--- config.mk ---
export PLATFORM = sky130hd
export DESIGN_NAME = fsru_top
export DESIGN_NICKNAME = d
export VERILOG_FILES = /design/src/verilog/fsru_top.v /design/src/verilog/fsru_sync.v /design/src/verilog/fsru_shift_in.v
export VERILOG_INCLUDE_DIRS = /design/src /design/src/verilog
export SDC_FILE = /design/constraint.sdc
export NUM_CORES = 1
export LEC_CHECK = 0
export BUFFER_PORTS_ARGS = -buffer_cell sky130_fd_sc_hd__buf_2
export CORE_UTILIZATION = 44
export CTS_CLUSTER_DIAMETER = 30
export DETAILED_ROUTE_END_ITERATION = 10
export GPL_TIMING_DRIVEN = 0
export PLACE_DENSITY_LB_ADDON = 0.1
export SLEW_MARGIN = 15
export SYNTH_ARGS = -nofsm -noshare
export SYNTH_HDL_FRONTEND = slang
export SYNTH_SLANG_ARGS = --single-unit
--- constraint.sdc ---
create_clock -name clk_i -period 4.7 [get_ports clk_i]
set_clock_uncertainty 0.15 [all_clocks]
set_input_delay 1.41 -clock clk_i [delete_from_list [all_inputs] [get_ports clk_i]]
set_output_delay 1.41 -clock clk_i [all_outputs]
set_load 0.01 [all_outputs]
--- src/verilog/fsru_map.vh ---
// Purpose: Constants for the flash status register unit
// Assumes: Included by bare name from the design files
// Notes: Definitions only
`ifndef FSRU_MAP_VH
`define FSRU_MAP_VH

// ----------------------------------------
// Serial opcodes
// ----------------------------------------
`define FSRU_OP_RD_STATUS 8'h05
`define FSRU_OP_WR_STATUS1 8'h01
`define FSRU_OP_WR_STATUS2 8'h31

// ----------------------------------------
// Status byte one fields
// ----------------------------------------
`define FSRU_B1_LOCK 7
`define FSRU_B1_ERR 5
`define FSRU_B1_WPP 4
`define FSRU_B1_BP0 2
`define FSRU_B1_WEL 1
`define FSRU_B_BUSY 0

// ----------------------------------------
// Status byte two fields
// ----------------------------------------
`define FSRU_B2_SOFT_RESET_ENABLE 4

// ----------------------------------------
// Reset values and counts
// ----------------------------------------
`define FSRU_RST_LOCK 1'b0
`define FSRU_RST_BP0 1'b0
`define FSRU_RST_ERR 1'b0
`define FSRU_RST_WEL 1'b0
`define FSRU_RST_SOFT_RESET_ENABLE 1'b0
`define FSRU_PIN_RST 4'h9
`define FSRU_BIT_LAST 3'h7
`define FSRU_BIT_FIRST 3'h0
`define FSRU_SEQ_FIRST 4'h0
`define FSRU_SEQ_TOP 4'hF

`endif

--- src/verilog/fsru_top.v ---
// Purpose: Two-byte status register of a serial flash, SPI mode 0/3
// Assumes: Serial pins asynchronous, oversampled by clk_i (8x or more)
// Notes: Program/erase engine and main opcode decoder sit outside
`timescale 1ns/1ps
`default_nettype none
`include "fsru_map.vh"

module fsru_top (
  // Clock and reset
  input wire clk_i,
  input wire srst_i,
  // Serial pins
  input wire cs_n_i,
  input wire sclk_i,
  input wire si_i,
  input wire wp_n_i,
  output reg so_o,
  output reg so_oe_o,
  // Device core side
  input wire op_busy_i,
  input wire op_done_i,
  input wire op_fail_i,
  input wire wel_set_i,
  input wire wel_clr_i,
  input wire soft_rst_req_i,
  // Protection state out
  output reg protect_lock_o,
  output reg array_protect_o,
  output reg write_enable_latch_o,
  output reg prog_permit_o,
  output reg soft_reset_o
);

  // ----------------------------------------
  // States
  // ----------------------------------------
  localparam [5:0] ST_IDLE = 6'h01;
  localparam [5:0] ST_CMD = 6'h02;
  localparam [5:0] ST_READ = 6'h04;
  localparam [5:0] ST_WSR1 = 6'h08;
  localparam [5:0] ST_WSR2 = 6'h10;
  localparam [5:0] ST_SKIP = 6'h20;

  // ----------------------------------------
  // Pin synchronisation and edges
  // ----------------------------------------
  wire [3:0] pin_s;
  wire cs_n_s;
  wire sclk_s;
  wire si_s;
  wire wp_n_s;
  reg sclk_d_r;
  reg cs_n_d_r;
  wire sclk_rise;
  wire sclk_fall;
  wire cs_fall;
  wire cs_rise;

  fsru_sync #(
    .W(4),
    .RST_VAL(`FSRU_PIN_RST)
  ) u_sync (
    .clk_i(clk_i),
    .srst_i(srst_i),
    .d_i({cs_n_i, sclk_i, si_i, wp_n_i}),
    .q_o(pin_s)
  );

  assign cs_n_s = pin_s[3];
  assign sclk_s = pin_s[2];
  assign si_s = pin_s[1];
  assign wp_n_s = pin_s[0];

  always @(posedge clk_i)
  begin
    if (srst_i)
    begin
      sclk_d_r <= 1'b0;
      cs_n_d_r <= 1'b1;
    end
    else
    begin
      sclk_d_r <= sclk_s;
      cs_n_d_r <= cs_n_s;
    end
  end

  assign sclk_rise = sclk_s & ~sclk_d_r & ~cs_n_s;
  assign sclk_fall = ~sclk_s & sclk_d_r & ~cs_n_s;
  assign cs_fall = ~cs_n_s & cs_n_d_r;
  assign cs_rise = cs_n_s & ~cs_n_d_r;

  // ----------------------------------------
  // Serial input bytes
  // ----------------------------------------
  wire [7:0] rx_byte;
  wire rx_done;
  wire [2:0] rx_bit_cnt;

  fsru_shift_in u_rx (
    .clk_i(clk_i),
    .srst_i(srst_i),
    .clr_i(cs_n_s),
    .shift_i(sclk_rise),
    .bit_i(si_s),
    .byte_o(rx_byte),
    .done_o(rx_done),
    .bit_cnt_o(rx_bit_cnt)
  );

  // ----------------------------------------
  // Status state
  // ----------------------------------------
  reg lock_r;
  reg bp0_r;
  reg err_r;
  reg wel_r;
  reg soft_reset_enable_r;
  reg [5:0] st_r;
  reg got_r;
  reg [7:0] wdata_r;
  wire wp_on;
  wire busy;
  wire [7:0] stat1;
  wire [7:0] stat2;
  wire [15:0] live;
  wire wsr_end;
  wire wsr_ok;
  wire rst_take;

  assign wp_on = ~wp_n_s;
  assign busy = op_busy_i;

  assign stat1 = {lock_r, 1'b0, err_r, wp_n_s, 1'b0, bp0_r, wel_r, busy};
  assign stat2 = {3'h0, soft_reset_enable_r, 3'h0, busy};
  assign live = {stat1, stat2};

  // Write data only counts when a whole byte came and deselect is aligned
  assign wsr_end = cs_rise & ((st_r == ST_WSR1) | (st_r == ST_WSR2));
  assign wsr_ok = got_r & (rx_bit_cnt == `FSRU_BIT_FIRST) & wel_r;
  assign rst_take = soft_rst_req_i & soft_reset_enable_r;

  // ----------------------------------------
  // Command sequencer
  // ----------------------------------------
  always @(posedge clk_i)
  begin
    if (srst_i)
    begin
      st_r <= ST_IDLE;
      got_r <= 1'b0;
      wdata_r <= 8'h00;
    end
    else
    begin
      if (cs_n_s)
      begin
        got_r <= 1'b0;
      end
      // Only the first data byte counts; extra bytes are ignored
      else if (rx_done && !got_r && (st_r == ST_WSR1 || st_r == ST_WSR2))
      begin
        wdata_r <= rx_byte;
        got_r <= 1'b1;
      end
      case (st_r)
        ST_IDLE:
        begin
          if (cs_fall)
          begin
            st_r <= ST_CMD;
          end
        end
        ST_CMD:
        begin
          if (cs_n_s)
          begin
            st_r <= ST_IDLE;
          end
          else if (rx_done)
          begin
            case (rx_byte)
              `FSRU_OP_RD_STATUS: st_r <= ST_READ;
              `FSRU_OP_WR_STATUS1: st_r <= ST_WSR1;
              `FSRU_OP_WR_STATUS2: st_r <= ST_WSR2;
              default: st_r <= ST_SKIP;
            endcase
          end
        end
        ST_READ, ST_WSR1, ST_WSR2, ST_SKIP:
        begin
          if (cs_n_s)
          begin
            st_r <= ST_IDLE;
          end
        end
        default:
        begin
          st_r <= ST_IDLE;
        end
      endcase
    end
  end

  // ----------------------------------------
  // Status read-out
  // ----------------------------------------
  reg [3:0] seq_r;
  reg [15:0] snap_r;

  always @(posedge clk_i)
  begin
    if (srst_i || cs_n_s)
    begin
      so_o <= 1'b0;
      so_oe_o <= 1'b0;
      seq_r <= `FSRU_SEQ_FIRST;
      snap_r <= 16'h0000;
    end
    else if (st_r == ST_CMD && rx_done && rx_byte == `FSRU_OP_RD_STATUS)
    begin
      so_oe_o <= 1'b1;
      seq_r <= `FSRU_SEQ_FIRST;
    end
    else if (st_r == ST_READ && sclk_fall)
    begin
      seq_r <= seq_r + 4'h1;
      if (seq_r == `FSRU_SEQ_FIRST)
      begin
        snap_r <= live;
        so_o <= live[`FSRU_SEQ_TOP];
      end
      else
      begin
        so_o <= snap_r[`FSRU_SEQ_TOP - seq_r];
      end
    end
  end

  // ----------------------------------------
  // Status bits
  // ----------------------------------------
  // no read side effects: read path above writes none of these
  always @(posedge clk_i)
  begin
    if (srst_i)
    begin
      lock_r <= `FSRU_RST_LOCK;
      bp0_r <= `FSRU_RST_BP0;
      err_r <= `FSRU_RST_ERR;
      wel_r <= `FSRU_RST_WEL;
      soft_reset_enable_r <= `FSRU_RST_SOFT_RESET_ENABLE;
      soft_reset_o <= 1'b0;
    end
    else
    begin
      soft_reset_o <= rst_take;
      if (op_done_i)
      begin
        err_r <= op_fail_i;
      end
      if (wsr_end && wsr_ok && st_r == ST_WSR1)
      begin
        if (!(wp_on && lock_r && !wdata_r[`FSRU_B1_LOCK]))
        begin
          lock_r <= wdata_r[`FSRU_B1_LOCK];
          if (!(wp_on && lock_r))
          begin
            bp0_r <= wdata_r[`FSRU_B1_BP0];
          end
        end
      end
      if (wsr_end && wsr_ok && st_r == ST_WSR2)
      begin
        soft_reset_enable_r <= wdata_r[`FSRU_B2_SOFT_RESET_ENABLE];
      end
      if (wel_set_i)
      begin
        wel_r <= 1'b1;
      end
      else if (wsr_end || wel_clr_i || rst_take)
      begin
        wel_r <= 1'b0;
      end
    end
  end

  // ----------------------------------------
  // Protection outputs
  // ----------------------------------------
  always @(posedge clk_i)
  begin
    if (srst_i)
    begin
      protect_lock_o <= `FSRU_RST_LOCK;
      array_protect_o <= `FSRU_RST_BP0;
      write_enable_latch_o <= `FSRU_RST_WEL;
      prog_permit_o <= 1'b0;
    end
    else
    begin
      protect_lock_o <= lock_r;
      array_protect_o <= bp0_r;
      write_enable_latch_o <= wel_r;
      prog_permit_o <= wel_r & ~bp0_r;
    end
  end

endmodule

`default_nettype wire

--- src/verilog/fsru_sync.v ---
// Purpose: Two-flop synchroniser for asynchronous pins
// Assumes: Inputs are levels from outside the clk_i domain
// Notes: First stage feeds only the second stage
`timescale 1ns/1ps
`default_nettype none

module fsru_sync #(
  parameter W = 4,
  parameter [W-1:0] RST_VAL = {W{1'b0}}
) (
  // Clock and reset
  input wire clk_i,
  input wire srst_i,
  // Pins in, synchronised out
  input wire [W-1:0] d_i,
  output reg [W-1:0] q_o
);

  reg [W-1:0] meta_r;

  always @(posedge clk_i)
  begin
    if (srst_i)
    begin
      meta_r <= RST_VAL;
      q_o <= RST_VAL;
    end
    else
    begin
      meta_r <= d_i;
      q_o <= meta_r;
    end
  end

endmodule

`default_nettype wire

--- src/verilog/fsru_shift_in.v ---
// Purpose: Serial input byte assembler, MSB first
// Assumes: shift_i is a one-cycle pulse per serial clock rise
// Notes: done_o pulses one cycle after the eighth bit
`timescale 1ns/1ps
`default_nettype none
`include "fsru_map.vh"

module fsru_shift_in (
  // Clock and reset
  input wire clk_i,
  input wire srst_i,
  // Serial side
  input wire clr_i,
  input wire shift_i,
  input wire bit_i,
  // Byte side
  output reg [7:0] byte_o,
  output reg done_o,
  output reg [2:0] bit_cnt_o
);

  reg [6:0] sh_r;

  always @(posedge clk_i)
  begin
    if (srst_i || clr_i)
    begin
      sh_r <= 7'h00;
      byte_o <= 8'h00;
      done_o <= 1'b0;
      bit_cnt_o <= `FSRU_BIT_FIRST;
    end
    else
    begin
      done_o <= 1'b0;
      if (shift_i)
      begin
        sh_r <= {sh_r[5:0], bit_i};
        bit_cnt_o <= bit_cnt_o + 3'h1;
        if (bit_cnt_o == `FSRU_BIT_LAST)
        begin
          byte_o <= {sh_r, bit_i};
          done_o <= 1'b1;
        end
      end
    end
  end

endmodule

`default_nettype wire

==> run metrics <==
run status=complete, no violations; WL met3=210 um; std cell rows=27; hold endpoint=u_sync.q_o[0]; clock root cell=clkbuf_8; Post-DP Area=2700 sq um; Slew @ Worst Pin=0.702 ns; die footprint=6040 sq um; FFs w/ async S/R, synth=0%; FF+latch area=1240 sq um; post-DR wirelength/cell=13.6 um; PortBufs=18; Critical Path RT=4.81 ns; slew margin rel.=53.0%; Reg2Reg Depth=5; FF+latch count, synth=62; critical path endpoint category=flop; Cells after Synth=275; Final setup viols=0; critical path class=input pin to flop; CP max FO=10; maximum root-to-sink buffer count=2; Worst Path Arrival=3.14 ns; Num CTS Buffers=9; clk_lat worst skew=0.33 ns; # diodes=0; Die Y-Extent=77.7 um; first-pass GRT wire length=8.76 mm; Final GP Congestion=0.859; Worst VDD drop=0.260 mV; Synth warnings=0; leading register cell type out of synthesis=dfxtp_1; CTS resizes=0; uppermost routed layer=met4; final setup TNS=0 ns; vias in the first global route=1,853; hold depth=1; core area=5510 sq um; RSZ-0062 raised after global routing=no; Seq/Total Area, Yosys=49.2%; WL met2=2.44 mm; detailed placement HPWL=3.69 mm; Avg Cell Area, Syn=9.17 sq um; total track usage=19.1%; P&R area growth vs syn=14.8%; die width=77.7 um; Power Density=349 nW/um^2; routed vias/inst=5.12; Post-synth EDFFs=0; Starting Density=45.8%; Net Count, Synth=292; Yosys cell types=43; Final Hold Fails=0; largest net degree at the start of global routing=12; Tmin final=3.03 ns; antenna violation net count after detailed routing=0; TritonCTS clock tree=yes; Nets=321; R2R Setup Slk=2.46 ns; Max H-tree Level=3; Leak=1.09 nW; hold_sp=u_sync.meta_r[0]; fillcell total=521; Syn Std Cell Area=2520 sq um; Iteration-0 DRC Markers=110; # Post-CTS Setup Buffers=0; R2R Path Start=u_sync.q_o[3]; Residual DRC=0; fin crit share=64.5%; Max Clock Freq=0.330 GHz; final instance area=2900 sq um; clk slew on worst S/H paths=0.07 ns; wire length on met1=2.49 mm; CTS sink count=62; IO Pins=19; Detailed Route WL=5.19 mm; worst min-delay path class=flop to flop; Reg2Reg Capture Point=u_rx.sh_r[6]; WHS=0.258 ns; Max Slew Vio Count=0; share of cells above drive strength 1=16.8%; Via Count=1,952; CP Launch Type=input pin; post-cts hold buffer count=0; Congestion Overflow GR=0; area of the multi-input gates=1170 sq um; initial antenna violation count=0; max_cap viols=0; First-pass DRT Iterations=4
## layout make-up
class | count | area share, %
flip-flops and latches | 62 | 42.9
inverters | 13 | 1.68
well taps | 72 | 3.11
clock buffers | 12 | 5.70
clock inverters | 4 | 0.994
plain buffers | 15 | 2.12
repair buffers | 18 | 3.11
multi-input cells | 185 | 40.4
## synthesized netlist by cell type, drive strengths merged, types with 2 or more instances
cell,instances,area share (%)
dfxtp,62,49
nor2,35,5.2
nand2,30,4.5
mux2i,20,7.9
a21oi,14,2.9
inv,13,1.9
nor2b,11,2.7
clkbuf,9,1.3
nand3,7,1.4
buf,6,1.1
o21ai,6,1.2
ha,5,2.5
nand2b,5,1.2
nor3,5,1.2
a32o,4,1.6
nand4,4,0.99
nor4,4,1.5
or2,4,0.99
o211ai,3,0.89
xor2,3,1.0
a211oi,2,0.60
a31oi,2,0.50
and2,2,0.50
and4,2,0.69
mux2,2,0.89
o221a,2,0.89
or4,2,0.74
xnor2,2,0.69
## power breakdown
part	total [mW]	internal, mW	switching (mW)
Sequential	0.536	0.531	0.00437
Combinational	0.0276	0.0113	0.0163
Clock	0.448	0.236	0.212
Total	1.01	0.778	0.233
## cells by family after synthesis
logic type,share of synthesized area [%]
adder cells (fa/ha/maj),2.48
AND/OR/NAND/NOR,22.5
buffers and inverters,4.37
flip-flops,49.2
multiplexers,8.83
XOR/XNOR,1.74
AO/OA/AOI/OAI,10.9
## layout by cell type, fill, tap and decap left out, types with 3 or more instances in the layout
| cell type | n |
|---|---|
| a21oi_1 | 13 |
| a32o_1 | 4 |
| buf_2 | 22 |
| clkbuf_1 | 9 |
| clkbuf_8 | 12 |
| dfxtp_1 | 62 |
| ha_1 | 5 |
| inv_1 | 13 |
| mux2i_1 | 20 |
| nand2_1 | 30 |
| nand2b_1 | 5 |
| nand3_1 | 7 |
| nand4_1 | 4 |
| nor2_1 | 35 |
| nor2b_1 | 11 |
| nor3_1 | 4 |
| o211ai_1 | 3 |
| o21ai_0 | 5 |
| or2_2 | 4 |
| xor2_1 | 3 |
## per-stage QoR
stage	setup WS [ns]	power, mW	cells	util (%)
after CTS	1.65	1.02	381	52.6
after detailed placement	1.32	0.576	365	49.1
final	1.67	1.01	381	52.6
after global routing	1.56	1.05	381	52.6
after floorplan	2.20	0.563	275	-
after global placement	1.33	0.575	365	49.1
## registers in the layout, indices dropped and copies added, names as in the netlist, 3 cells and up
| signal | flops |
|---|---|
| seq_r | 4 |
| snap_r | 7 |
| st_r | 6 |
| u_rx.bit_cnt_o | 3 |
| u_rx.byte_o | 8 |
| u_rx.sh_r | 7 |
| u_sync.meta_r | 4 |
| u_sync.q_o | 4 |
| wdata_r | 3 |
## how the worst max path moves through the flow
stage / from / end / slack (ns) / cells after the start
6_report: srst_i / u_rx.sh_r[6] / 1.67 / 6
2_1_floorplan: srst_i / got_r / 2.20 / 5
3_5_place_dp: srst_i / u_rx.bit_cnt_o[1] / 1.32 / 6
5_1_grt: srst_i / got_r / 1.56 / 6
4_1_cts: srst_i / u_rx.sh_r[6] / 1.65 / 6
3_3_place_gp: srst_i / u_rx.sh_r[6] / 1.33 / 6
## routing by layer
metal  up-vias  track usage (%)
met5         -                0
met4         0             9.25
met3         5             6.12
met2        31             30.4
met1       913             23.3
li1       1003                -
## worst max-delay path: stages
cell      delay, ns
buf_2          0.15
nor2_1         0.55
inv_1          0.19
clkbuf_1       0.29
buf_1          0.35
a21oi_1        0.20
Power figures use the tool's default switching activity.
